## config.mk

```make
export PLATFORM = sky130hd
export DESIGN_NAME = bwic_bus_timing
export DESIGN_NICKNAME = d
export VERILOG_FILES = /design/src/include/bwic_pkg.sv /design/src/rtl/bwic_pin_sync.sv /design/src/rtl/bwic_bus_timing.sv
export SDC_FILE = /design/constraint.sdc
export NUM_CORES = 1
export LEC_CHECK = 0
export BUFFER_PORTS_ARGS = -buffer_cell sky130_fd_sc_hd__buf_2
export CAP_MARGIN = 20
export CELL_PAD_IN_SITES_DETAIL_PLACEMENT = 1
export CELL_PAD_IN_SITES_GLOBAL_PLACEMENT = 2
export CORE_UTILIZATION = 33
export CTS_CLUSTER_DIAMETER = 100
export DETAILED_ROUTE_END_ITERATION = 10
export PLACE_DENSITY_LB_ADDON = 0.1
export SLEW_MARGIN = 20
export SYNTH_ARGS = -nofsm -noshare
export SYNTH_HDL_FRONTEND = slang
export SYNTH_SLANG_ARGS = --single-unit
```

## constraint.sdc

```tcl
create_clock -name clk -period 2.57 [get_ports clk]
set_input_delay 0.514 -clock clk [delete_from_list [all_inputs] [get_ports clk]]
set_output_delay 0.514 -clock clk [all_outputs]
set_load 0.01 [all_outputs]
```

## src/include/bwic_pkg.sv

```systemverilog
package bwic_pkg;

    // register map of the plain register port
    localparam logic [3:0] IDLE_CTRL_OFS = 4'h0;
    localparam logic [3:0] WAIT_CTRL_OFS = 4'h4;
    localparam logic [15:0] IDLE_CTRL_RST = 16'h3ff3;
    localparam logic [15:0] WAIT_CTRL_RST = 16'hffff;
    // reserved bits 14, 3 and 2 are never stored
    localparam logic [15:0] IDLE_CTRL_WMASK = 16'hbff3;
    localparam int SAMPLE_SEL_BIT = 15;
    localparam int A6_WAIT_LSB = 13;
    localparam int A5_WAIT_LSB = 10;
    localparam int A4_WAIT_LSB = 7;
    localparam int A3_WAIT_LSB = 5;
    localparam int A2_WAIT_LSB = 3;
    localparam int A0_WAIT_LSB = 0;
    localparam int NUM_PINS = 2;
    localparam int PIN_BUSCLK = 0;
    localparam int PIN_WAIT = 1;
    localparam logic [3:0] ONE_STATE = 4'h1;

    // a bus request: area, direction, burst transfers after the first
    typedef struct packed {
        logic [2:0] area;
        logic write;
        logic [3:0] beats;
    } bwic_req_t;

    // external bus cycle status
    typedef struct packed {
        logic active;
        logic idle;
        logic [2:0] area;
        logic write;
    } bwic_bus_t;

    function automatic logic [3:0] idle_states(input logic [15:0] r, input logic [2:0] area);
        logic [1:0] f;
        f = 2'b00;
        if (area != 3'h1 && area != 3'h7) begin
            f = r[{area, 1'b0} +: 2];
        end
        case (f)
            2'b10: return 4'h2;
            2'b11: return 4'h3;
            default: return 4'h1;
        endcase
    endfunction

    function automatic logic [2:0] wait_code(input logic [15:0] r, input logic [2:0] area);
        case (area)
            3'h6: return r[A6_WAIT_LSB +: 3];
            3'h5: return r[A5_WAIT_LSB +: 3];
            3'h4: return r[A4_WAIT_LSB +: 3];
            3'h3: return {1'b0, r[A3_WAIT_LSB +: 2]};
            3'h2: return {1'b0, r[A2_WAIT_LSB +: 2]};
            3'h0: return r[A0_WAIT_LSB +: 3];
            default: return 3'h0;
        endcase
    endfunction

    function automatic logic [3:0] first_waits(input logic [2:0] code);
        case (code)
            3'h5: return 4'h6;
            3'h6: return 4'h8;
            3'h7: return 4'ha;
            default: return {1'b0, code};
        endcase
    endfunction

    function automatic logic [3:0] burst_pitch(input logic [2:0] code);
        case (code)
            3'h0: return 4'h2;
            3'h1: return 4'h2;
            3'h2: return 4'h3;
            3'h3: return 4'h4;
            3'h4: return 4'h4;
            3'h5: return 4'h6;
            3'h6: return 4'h8;
            default: return 4'ha;
        endcase
    endfunction

endpackage

```

## src/rtl/bwic_pin_sync.sv

```systemverilog
`timescale 1ns/1ps
module bwic_pin_sync #(
    parameter logic RST_LEVEL = 1'b1
) (
    // clock and reset
    input logic clk,
    input logic rst,
    // asynchronous pin
    input logic pin,
    // filtered level and its edges
    output logic level,
    output logic rise,
    output logic fall
);
    logic s1_reg;
    logic s2_reg;
    logic s3_reg;
    logic agree;

    // s1 feeds only s2; a change counts once s2 and s3 agree
    assign agree = (s2_reg == s3_reg);

    always_ff @(posedge clk) begin
        if (rst) begin
            s1_reg <= RST_LEVEL;
            s2_reg <= RST_LEVEL;
            s3_reg <= RST_LEVEL;
        end else begin
            s1_reg <= pin;
            s2_reg <= s1_reg;
            s3_reg <= s2_reg;
        end
    end

    always_ff @(posedge clk) begin
        if (rst) begin
            level <= RST_LEVEL;
            rise <= 1'b0;
            fall <= 1'b0;
        end else begin
            rise <= agree && s3_reg && !level;
            fall <= agree && !s3_reg && level;
            if (agree) begin
                level <= s3_reg;
            end
        end
    end
endmodule

```

## src/rtl/bwic_bus_timing.sv

```systemverilog
`timescale 1ns/1ps
// Summary of operation
// - idle states go between cycles on area change or read then write.
// - idle code 00/01 gives one, 10 two, 11 three; reset is 11.
// - area n idle field sits at bits 2n+1:2n; areas 6,5,4,3,2,0 only.
// - sample-edge bit 15 set samples wait on falling bus clock edge.
// - idle control loads 0x3ff3 on power-on; manual reset, standby keep it.
// - wait control loads 0xffff on power-on; manual reset, standby keep it.
// - idle control bits 14, 3, 2 read zero; software writes zero there.
// - areas 6,5 codes give 0,1,2,3,4,6,8,10 waits; code 0 ignores wait.
// - burst transfers after first take 2,2,3,4,4,6,8,10 states, wait enabled.
// - area 4 code gives 0,1,2,3,4,6,8,10 waits; code 0 ignores wait.
// - area 3 two-bit code gives 0..3 waits; code 0 ignores wait.
// - wait control fields: 6 at 15:13, 5 12:10, 4 9:7, 3 6:5, 2 4:3, 0 2:0.
// - area 2 two-bit code gives 0..3 waits; code 0 ignores; resets to 11.
// - area 0 code uses the area 6/5 first waits and burst pitch.
module bwic_bus_timing (
    // clock and power-on reset
    input logic clk,
    input logic rst,
    // manual reset and standby: sequencer only
    input logic manualRst,
    input logic standby,
    // register port
    input logic [3:0] regAddr,
    input logic [15:0] regWdata,
    input logic regWr,
    input logic regRd,
    output logic [15:0] regRdata,
    // bus requests
    input logic reqValid,
    input bwic_pkg::bwic_req_t req,
    output logic reqReady,
    // external pins
    input logic busClockIn,
    input logic waitN,
    // bus cycle progress
    output bwic_pkg::bwic_bus_t bus,
    output logic beatDone,
    output logic cycleDone
);
    typedef enum logic [1:0] {
        ST_IDLE = 2'b00,
        ST_GAP = 2'b01,
        ST_FIRST = 2'b10,
        ST_BURST = 2'b11
    } bwic_state_t;

    bwic_state_t state_reg;
    logic [15:0] idleCtrl_reg;
    logic [15:0] waitCtrl_reg;
    logic [3:0] cnt_reg;
    logic [3:0] beats_reg;
    logic phaseWaitEn_reg;
    logic [2:0] lastArea_reg;
    logic lastRead_reg;
    logic lastValid_reg;
    logic waitHeld_reg;
    logic [2:0] curCode_reg;
    logic [bwic_pkg::NUM_PINS-1:0] pins;
    logic [bwic_pkg::NUM_PINS-1:0] pinLevel;
    logic [bwic_pkg::NUM_PINS-1:0] pinRise;
    logic [bwic_pkg::NUM_PINS-1:0] pinFall;
    logic busRise;
    logic sampleEvent;
    logic accept;
    logic gapNeed;
    logic phaseEnd;
    logic [2:0] reqCode;
    logic sampleSel;

    assign pins[bwic_pkg::PIN_BUSCLK] = busClockIn;
    assign pins[bwic_pkg::PIN_WAIT] = waitN;

    genvar gi;
    generate
        for (gi = 0; gi < bwic_pkg::NUM_PINS; gi++) begin : g_sync
            bwic_pin_sync #(
                .RST_LEVEL(1'b1)
            ) u_sync (
                .clk(clk),
                .rst(rst),
                .pin(pins[gi]),
                .level(pinLevel[gi]),
                .rise(pinRise[gi]),
                .fall(pinFall[gi])
            );
        end
    endgenerate

    // one bus state per rising edge of the bus clock
    assign busRise = pinRise[bwic_pkg::PIN_BUSCLK];
    assign sampleSel = idleCtrl_reg[bwic_pkg::SAMPLE_SEL_BIT];
    // with the select bit clear wait is taken on the rising edge; memory must not use it then
    assign sampleEvent = sampleSel ? pinFall[bwic_pkg::PIN_BUSCLK] : busRise;

    // registers: only power-on reset touches them
    always_ff @(posedge clk) begin
        if (rst) begin
            idleCtrl_reg <= bwic_pkg::IDLE_CTRL_RST;
            waitCtrl_reg <= bwic_pkg::WAIT_CTRL_RST;
        end else if (regWr) begin
            if (regAddr == bwic_pkg::IDLE_CTRL_OFS) begin
                idleCtrl_reg <= regWdata & bwic_pkg::IDLE_CTRL_WMASK;
            end
            if (regAddr == bwic_pkg::WAIT_CTRL_OFS) begin
                waitCtrl_reg <= regWdata;
            end
        end
    end

    always_ff @(posedge clk) begin
        if (rst) begin
            regRdata <= 16'h0000;
        end else if (regRd) begin
            case (regAddr)
                bwic_pkg::IDLE_CTRL_OFS: regRdata <= idleCtrl_reg;
                bwic_pkg::WAIT_CTRL_OFS: regRdata <= waitCtrl_reg;
                default: regRdata <= 16'h0000;
            endcase
        end
    end

    // wait pin latched only at the selected bus clock edge
    always_ff @(posedge clk) begin
        if (rst) begin
            waitHeld_reg <= 1'b0;
        end else if (sampleEvent) begin
            waitHeld_reg <= !pinLevel[bwic_pkg::PIN_WAIT];
        end
    end

    assign reqReady = (state_reg == ST_IDLE) && !standby && !manualRst;
    assign accept = reqValid && reqReady;
    assign reqCode = bwic_pkg::wait_code(waitCtrl_reg, req.area);
    // turnaround on area change, or a write after a read in the same area
    assign gapNeed = lastValid_reg && ((req.area != lastArea_reg) || (lastRead_reg && req.write));
    // a state ends on a bus edge unless wait stretches it
    assign phaseEnd = busRise && (cnt_reg == bwic_pkg::ONE_STATE) && !(phaseWaitEn_reg && waitHeld_reg);

    always_ff @(posedge clk) begin
        if (rst || manualRst) begin
            state_reg <= ST_IDLE;
            cnt_reg <= 4'h0;
            beats_reg <= 4'h0;
            phaseWaitEn_reg <= 1'b0;
            curCode_reg <= 3'h0;
            bus <= '0;
        end else begin
            case (state_reg)
                ST_IDLE: begin
                    if (accept) begin
                        bus.area <= req.area;
                        bus.write <= req.write;
                        curCode_reg <= reqCode;
                        // only areas 6, 5 and 0 support burst
                        if (req.area == 3'h6 || req.area == 3'h5 || req.area == 3'h0) begin
                            beats_reg <= req.beats;
                        end else begin
                            beats_reg <= 4'h0;
                        end
                        if (gapNeed) begin
                            state_reg <= ST_GAP;
                            bus.idle <= 1'b1;
                            // the area being left decides the gap length
                            cnt_reg <= bwic_pkg::idle_states(idleCtrl_reg, lastArea_reg);
                            phaseWaitEn_reg <= 1'b0;
                        end else begin
                            state_reg <= ST_FIRST;
                            bus.active <= 1'b1;
                            cnt_reg <= bwic_pkg::ONE_STATE + bwic_pkg::first_waits(reqCode);
                            phaseWaitEn_reg <= (reqCode != 3'h0);
                        end
                    end
                end
                ST_GAP: begin
                    if (busRise) begin
                        if (cnt_reg == bwic_pkg::ONE_STATE) begin
                            state_reg <= ST_FIRST;
                            bus.idle <= 1'b0;
                            bus.active <= 1'b1;
                            cnt_reg <= bwic_pkg::ONE_STATE + bwic_pkg::first_waits(curCode_reg);
                            phaseWaitEn_reg <= (curCode_reg != 3'h0);
                        end else begin
                            cnt_reg <= cnt_reg - bwic_pkg::ONE_STATE;
                        end
                    end
                end
                ST_FIRST, ST_BURST: begin
                    if (phaseEnd) begin
                        if (beats_reg != 4'h0) begin
                            state_reg <= ST_BURST;
                            beats_reg <= beats_reg - 4'h1;
                            cnt_reg <= bwic_pkg::burst_pitch(curCode_reg);
                            phaseWaitEn_reg <= 1'b1;
                        end else begin
                            state_reg <= ST_IDLE;
                            bus.active <= 1'b0;
                            phaseWaitEn_reg <= 1'b0;
                        end
                    end else if (busRise && cnt_reg != bwic_pkg::ONE_STATE) begin
                        cnt_reg <= cnt_reg - bwic_pkg::ONE_STATE;
                    end
                end
                default: begin
                    state_reg <= ST_IDLE;
                end
            endcase
        end
    end

    // history for the turnaround decision; a manual reset forgets it
    always_ff @(posedge clk) begin
        if (rst || manualRst) begin
            lastValid_reg <= 1'b0;
            lastArea_reg <= 3'h0;
            lastRead_reg <= 1'b0;
        end else if (accept) begin
            lastValid_reg <= 1'b1;
            lastArea_reg <= req.area;
            lastRead_reg <= !req.write;
        end
    end

    always_ff @(posedge clk) begin
        if (rst || manualRst) begin
            beatDone <= 1'b0;
            cycleDone <= 1'b0;
        end else begin
            beatDone <= (state_reg == ST_FIRST || state_reg == ST_BURST) && phaseEnd;
            cycleDone <= (state_reg == ST_FIRST || state_reg == ST_BURST) && phaseEnd && (beats_reg == 4'h0);
        end
    end

    a_idle_reset_val: assert property (@(posedge clk) rst |=> idleCtrl_reg == 16'h3ff3)
        else $error("idle control reset value wrong");

    a_wait_reset_val: assert property (@(posedge clk) rst |=> waitCtrl_reg == 16'hffff)
        else $error("wait control reset value wrong");

    a_regs_kept: assert property (@(posedge clk) disable iff (rst)
        (manualRst || standby) && !regWr |=> $stable(idleCtrl_reg) && $stable(waitCtrl_reg))
        else $error("registers changed without a write");

    a_reserved_read: assert property (@(posedge clk) disable iff (rst)
        regRd && regAddr == 4'h0 |=> regRdata[14] == 1'b0 && regRdata[3:2] == 2'b00)
        else $error("reserved bits read nonzero");

    a_gap_inserted: assert property (@(posedge clk) disable iff (rst || manualRst)
        accept && gapNeed |=> state_reg == ST_GAP && bus.idle && !bus.active)
        else $error("missing idle gap");

    a_gap_length: assert property (@(posedge clk) disable iff (rst || manualRst)
        accept && gapNeed && lastArea_reg == 3'h0 && idleCtrl_reg[1:0] == 2'b10 |=> cnt_reg == 4'h2)
        else $error("idle gap length wrong");

    a_first_waits: assert property (@(posedge clk) disable iff (rst || manualRst)
        accept && !gapNeed && req.area == 3'h4 && waitCtrl_reg[9:7] == 3'h5 |=> cnt_reg == 4'h7
        && phaseWaitEn_reg)
        else $error("first cycle wait count wrong");

    a_wait_ignored: assert property (@(posedge clk) disable iff (rst || manualRst)
        accept && !gapNeed && reqCode == 3'h0 |=> cnt_reg == 4'h1 && !phaseWaitEn_reg)
        else $error("wait not ignored for code zero");

    a_burst_pitch: assert property (@(posedge clk) disable iff (rst || manualRst)
        state_reg == ST_FIRST && phaseEnd && beats_reg != 4'h0 && curCode_reg == 3'h2
        |=> state_reg == ST_BURST && cnt_reg == 4'h3 && phaseWaitEn_reg)
        else $error("burst pitch wrong");

    a_wait_stretch: assert property (@(posedge clk) disable iff (rst || manualRst)
        (state_reg == ST_FIRST || state_reg == ST_BURST) && busRise && cnt_reg == 4'h1
        && phaseWaitEn_reg && waitHeld_reg |=> $stable(state_reg) && !beatDone)
        else $error("wait did not stretch the state");

    a_sample_edge: assert property (@(posedge clk) disable iff (rst)
        sampleSel && !pinFall[0] |=> $stable(waitHeld_reg))
        else $error("wait sampled off the falling edge");

endmodule

```

== Yosys cells after proc, flatten, opt, wreduce, memory -nomap -nowiden ==
Index checks and enable logic that the tools add are counted.

* Output and inout bits: 25
* Word-level logic and storage cells: 174
* Bits in registers: 83

* Shift operators: 1
* Muxes and demuxes: 54
* Reduce and logical (&&, ||, !) cells: 49
* Add/subtract/negate cells: 4
* Equality and inequality tests: 38

{| class="wikitable"
|+ Operators with widths
! operator !! count
|-
| 4-bit two-way mux || 19
|-
| 4-bit one-hot mux with 3 select lines || 3
|-
| 16-bit one-hot mux with 2 select lines || 1
|-
| 3-bit equality test (second input constant) || 10
|-
| 2-bit two-way mux || 11
|-
| 4-bit one-hot mux with 5 select lines || 1
|-
| 3-bit one-hot mux with 6 select lines || 1
|-
| 1-bit logical AND || 16
|-
| 16-bit by 5-bit indexed part select with 2-bit output || 1
|-
| 2-bit != test (second input constant) || 7
|-
| 3-bit by 2-bit equality test with 1-bit output (second input constant) || 4
|-
| 4-bit AND reduction || 3
|-
| 1-bit two-way mux || 11
|-
| 3-bit != test (second input constant) || 3
|-
| 1-bit by 4-bit adder with 4-bit output (first input constant) || 2
|-
| 2-bit equality test (second input constant) || 4
|-
| 4-bit zero test || 2
|-
| 4-bit one-hot mux with 2 select lines || 1
|-
| 4-bit by 1-bit subtractor with 4-bit output (second input constant) || 2
|-
| 1-bit zero test || 7
|-
| 3-bit zero test || 2
|-
| 6-bit two-way mux || 1
|-
| 1-bit one-hot mux with 3 select lines || 2
|-
| 2-bit one-hot mux with 3 select lines || 1
|-
| 20 further kinds || 31
|}

== Longest topological paths before layout ==
* Depth in word-level cells: 12
* Gate-level depth with buffers: 9
* Gate-level depth less buffers: 8

== Modules after synthesis ==
From an unflattened synthesis, not the netlist that was laid out.

* Cells, all modules: 471
* Area, all modules: 4212.8 um^2

{| class="wikitable"
|+ Modules (own cells, without submodules)
! module !! times used !! cells each !! seq. area each (um^2) !! area each (um^2)
|-
| bwic_bus_timing || 1 || 435 || 1461.4 || 3817.4
|-
| bwic_pin_sync || 2 || 18 || 120.1 || 197.7
|}

== Least setup slack after synthesis ==
No wires, ideal clock.

* Path type: input to register
* Start point: in req[5] (netlist name)
* End point: reg cnt_reg[1]
* Stages on the path: 8
* Data arrival time: 2.106 ns
* Path buffers: 1
* Setup slack: 0.336 ns
* Cells stage by stage: clkbuf_1 -> mux2i_1 -> o32ai_1 -> nor2_1 -> mux2i_1 -> ha_1 -> a2111oi_0 -> o41ai_1

* Longest elaborated chain between the ends: 12

{| class="wikitable"
|+ RTL lines
! item !! line !! RTL
|-
| start, declared || bwic_bus_timing.sv:32 || <nowiki>input bwic_pkg::bwic_req_t req,</nowiki>
|-
| 3-bit by 2-bit equality test with 1-bit output (tied with other cells) || bwic_pkg.sv:51 || <nowiki>case (area)</nowiki>
|-
| 3-bit one-hot mux with 6 select lines || bwic_pkg.sv:51 ||
|-
| 3-bit equality test || bwic_pkg.sv:63 || <nowiki>case (code)</nowiki>
|-
| 4-bit one-hot mux with 3 select lines || bwic_pkg.sv:63 ||
|-
| 4-bit two-way mux || bwic_bus_timing.sv:162 || <nowiki>if (gapNeed) begin</nowiki>
|-
| 4-bit two-way mux || bwic_bus_timing.sv:152 || <nowiki>if (accept) begin</nowiki>
|-
| 4-bit two-way mux || bwic_bus_timing.sv:150 || <nowiki>case (state_reg)</nowiki>
|-
| 4-bit two-way mux || bwic_bus_timing.sv:142 || <nowiki>if (rst || manualRst) begin</nowiki>
|-
| 1-bit by 4-bit adder with 4-bit output || bwic_bus_timing.sv:171 || <nowiki>cnt_reg <= bwic_pkg::ONE_STATE + bwic_pkg::first_waits(reqCode);</nowiki>
|-
| 4-bit two-way mux (*) || bwic_bus_timing.sv:162 ||
|-
| 4-bit two-way mux (*) || bwic_bus_timing.sv:152 ||
|-
| 4-bit one-hot mux with 3 select lines (*) || bwic_bus_timing.sv:150 ||
|-
| end signal, assigned || bwic_bus_timing.sv:166 || <nowiki>cnt_reg <= bwic_pkg::idle_states(idleCtrl_reg, lastArea_reg);</nowiki>
|-
| end signal, assigned || bwic_bus_timing.sv:171 ||
|-
| end signal, assigned || bwic_bus_timing.sv:182 || <nowiki>cnt_reg <= bwic_pkg::ONE_STATE + bwic_pkg::first_waits(curCode_reg);</nowiki>
|-
| end, declared || bwic_bus_timing.sv:52 || <nowiki>logic [3:0] cnt_reg;</nowiki>
|}

Mark *: on every way between the ends. The rest lies on a longest branch, timed or not. The select of a mux whose other input is x is not followed.
A chain may end at the register's enable or synchronous reset.

== Worst setup path in the final report ==
* Start point: reg waitCtrl_reg[2]
* End point: reg cnt_reg[1]

* Longest elaborated chain between the ends: 11

{| class="wikitable"
|+ RTL lines
! item !! line !! RTL
|-
| start, declared || bwic_bus_timing.sv:51 || <nowiki>logic [15:0] waitCtrl_reg;</nowiki>
|-
| start signal, assigned || bwic_bus_timing.sv:101 || <nowiki>waitCtrl_reg <= bwic_pkg::WAIT_CTRL_RST;</nowiki>
|-
| start signal, assigned || bwic_bus_timing.sv:107 || <nowiki>waitCtrl_reg <= regWdata;</nowiki>
|-
| 3-bit one-hot mux with 6 select lines (*) || bwic_pkg.sv:51 ||
|-
| 3-bit equality test || bwic_pkg.sv:63 ||
|-
| 4-bit one-hot mux with 3 select lines (*) || bwic_pkg.sv:63 ||
|-
| 4-bit two-way mux (*) || bwic_bus_timing.sv:162 ||
|-
| 4-bit two-way mux (*) || bwic_bus_timing.sv:152 ||
|-
| 4-bit two-way mux (*) || bwic_bus_timing.sv:150 ||
|-
| 4-bit two-way mux (*) || bwic_bus_timing.sv:142 ||
|-
| 1-bit by 4-bit adder with 4-bit output (*) || bwic_bus_timing.sv:171 ||
|-
| 4-bit two-way mux (*) || bwic_bus_timing.sv:162 ||
|-
| 4-bit two-way mux (*) || bwic_bus_timing.sv:152 ||
|-
| 4-bit one-hot mux with 3 select lines (*) || bwic_bus_timing.sv:150 ||
|}

Marks and branches as above.

==> summary.md <==
| Metric | Value |
|---|---|
| Outcome | finished, violations left |
| Failing checks | design-rule violations |
| Overall power | 2.89 mW |
| Worst Setup End Kind | flop |
| Final slew viol count | 0 |
| TritonCTS clock tree | done |
| H-tree depth | 3 |
| Mean post-synth cell area | 8.35 sq um |
| Hold Path Stages | 2 |
| Placed wire-length estimate | 8.92 mm |
| Worst-path clk slew | 60 ps |
| Syn_nets | 517 |
| Diode count | 0 |
| DRC viols | 12 |
| R2r worst-path depth | 7 |
| Final hold violations | 0 |
| Fillcell total | 1400 |
| Fin Hold WS | 362 ps |
| Non-filler instance count after layout | 682 |
| Drt pass-1 iters | 7 |
| Nets@finish | 578 |
| Die X | 111 um |
| Seq/Total Area, Yosys | 42.1% |
| Cell row count | 39 |
| Vias | 3677 |
| CP arrival | 2420 ps |
| Die ar. | 12400 sq um |
| Vias in the first global route | 3634 |
| Yosys warnings | 0 |
| Root Driver | clkbuf_16 |
| Commonest non-fill, non-tap cell in the layout | dfxtp_1 |
| Critical Path Source Type | flop |
| Top cell type's share of synthesized area | 42.1% |
| Cell area after synthesis | 3950 sq um |
| Clock sink count | 83 |
| Worst r2r dst | cnt_reg[1] |
| Maximum clock path buffer count | 2 |
| Static Leak | 1.97 nW |
| GRT Residual Overflow | 0 |
| Largest net degree at the start of global routing | 33 |
| Minimum clock period | 2220 ps |
| Post-CTS setup buffer count | 0 |
| Max Fclk | 450 MHz |
| Cell taking the most area after synthesis | dfxtp_1 |
| Hold/Removal Path Class | in -> reg |
| Initial DRC Count | 166 |
| Reg2Reg Setup Slack | 350 ps |
| #FFs+latches synth | 83 |
| Most frequent cells in the layout | 83 x dfxtp_1, 78 x nand2_1, 61 x buf_2 |
| DP Cell Count | 666 |
| Slew @ Worst Pin | 645 ps |
| TritonCTS Buffers | 9 |
| Period utilisation layout | 86.4% |
| Via/cell ratio | 5.39 |
| Top post-synthesis cells by area | dfxtp_1 42%, nand2_1 7.4%, nand3_1 6.5% |
| Die height | 111 um |
| Finished Core Util | 41.0% |
| Initial core utilization | 34.2% |
| Port buffer count | 61 |
| RSZ-0062 raised after global routing | false |
| Num ports | 62 |
| Setup TNS | 0 ps |
| Pwr Density | 610 nW/um^2 |
| GRT Util Overall | 20.1% |
| Post-synthesis cell type count | 64 |
| Final worst slack | 350 ps |
| Worst slew margin | 56.9% |
| Placed Area | 4460 sq um |
| Clk_skew | 7.08 ps |
| FF-to-FF Start | waitCtrl_reg[2] |
| Max Fanout on Critical Path | 4 |
| First-pass GRT wire length | 19.5 mm |
| Critical path data required time | 2770 ps |
| Max-cap viol count | 0 |
| Share of layout cells above drive strength 1 | 21.2% |
| Clk_lat worst skew | 340 ps |
| CORE AREA | 11600 sq um |
| Ys async rst share | 0% |
| Setup CP Type | reg -> reg |
| Post-synth EDFFs | 0 |
| Hold EP | g_sync[1].u_sync.s1_reg |
| Setup violators final | 0 |
| Syn Inst Count | 473 |
| Gpl congestion | 0.834 |
| CP startpoint | waitCtrl_reg[2] |
| Initial antenna violation count | 0 |
| Post_cts resized | 0 |
| Ys flop type | dfxtp_1 |
| Final WL | 12.0 mm |
| Hold-fix buffers, CTS | 0 |
| Wire length per cell | 17.5 um |
| Worst vdd ir | 0.000333 V |
| Pre-CTS setup slack | 60.8 ps |
| Hold wc startpoint | waitN |
| Synthesis-to-layout area growth | 20.0% |
| ANT nets after route | 0 |
| Final instance area | 4740 sq um |
==> metal layers <==
metal | GRT usage, % | vias to the layer above | wire (um)
li1 | - | 1817 | -
met1 | 29.5 | 1792 | 6250
met4 | 7.03 | 0 | 148
met5 | 0 | - | 0
met2 | 29.8 | 57 | 5160
met3 | 3.21 | 11 | 404
==> power breakdown <==
part           internal [mW]  switching [mW]  leakage, nW  total, mW
Combinational          0.127           0.187         1.16      0.314
Clock                  0.685           0.542        0.136       1.23
Sequential              1.32          0.0288        0.676       1.35
==> worst max-delay path by stage <==
stage	endpoint	slack (ps)	cells past startpoint
after floorplan	cnt_reg[1]	340	8
after global placement	cnt_reg[1]	120	8
after detailed placement	cnt_reg[2]	60	9
after CTS	cnt_reg[1]	350	7
after global routing	cnt_reg[2]	250	8
final	cnt_reg[1]	350	7
==> synthesized netlist by cell type (2+ instances only) <==
library cell / instances
nor3b_1: 2
mux2_2: 2
nor3_1: 8
buf_2: 3
o221a_1: 2
and3_1: 2
clkbuf_1: 24
and2_1: 3
xor2_1: 4
or3b_1: 3
a2111oi_0: 2
nor2_1: 37
nand3b_1: 3
nand2_1: 78
inv_1: 8
dfxtp_1: 83
a22oi_1: 16
a31oi_1: 4
ha_1: 7
a211oi_1: 20
o32ai_1: 2
o22ai_1: 2
a21oi_1: 21
mux2i_1: 14
nand2b_1: 7
nor4_2: 2
buf_4: 2
a41oi_1: 2
nor2b_1: 6
nand3_1: 51
o31a_1: 3
or2_2: 6
o21ai_0: 13
==> worst max-delay path, stage by stage (launching register included) <==
cell,delay [ps]
dfxtp_1,410
or3b_1,390
a21o_1,200
nand2_1,140
mux2i_1,200
ha_1,250
a2111oi_0,380
o41ai_1,120
==> cell families after synthesis <==
group                    Yosys count  synth area share [%]
multiplexers                      17                  4.69
AND/OR/NAND/NOR                  216                  26.1
flip-flops                        83                  42.1
adder cells (fa/ha/maj)            7                  2.22
buffers and inverters             39                  4.18
AO/OA/AOI/OAI                    105                  19.3
XOR/XNOR                           6                  1.52
==> area by class of cell <==
cell class	count	area, sq um	share of cell area, %
tap	143	179	3.77
timing repair buffer	81	455	9.61
inverter	8	30.0	0.633
clock inverter	5	38.8	0.818
multi-input combinational	351	2130	45.0
sequential	83	1660	35.0
clock buffer	11	243	5.12
Power figures use the tool's default switching activity.
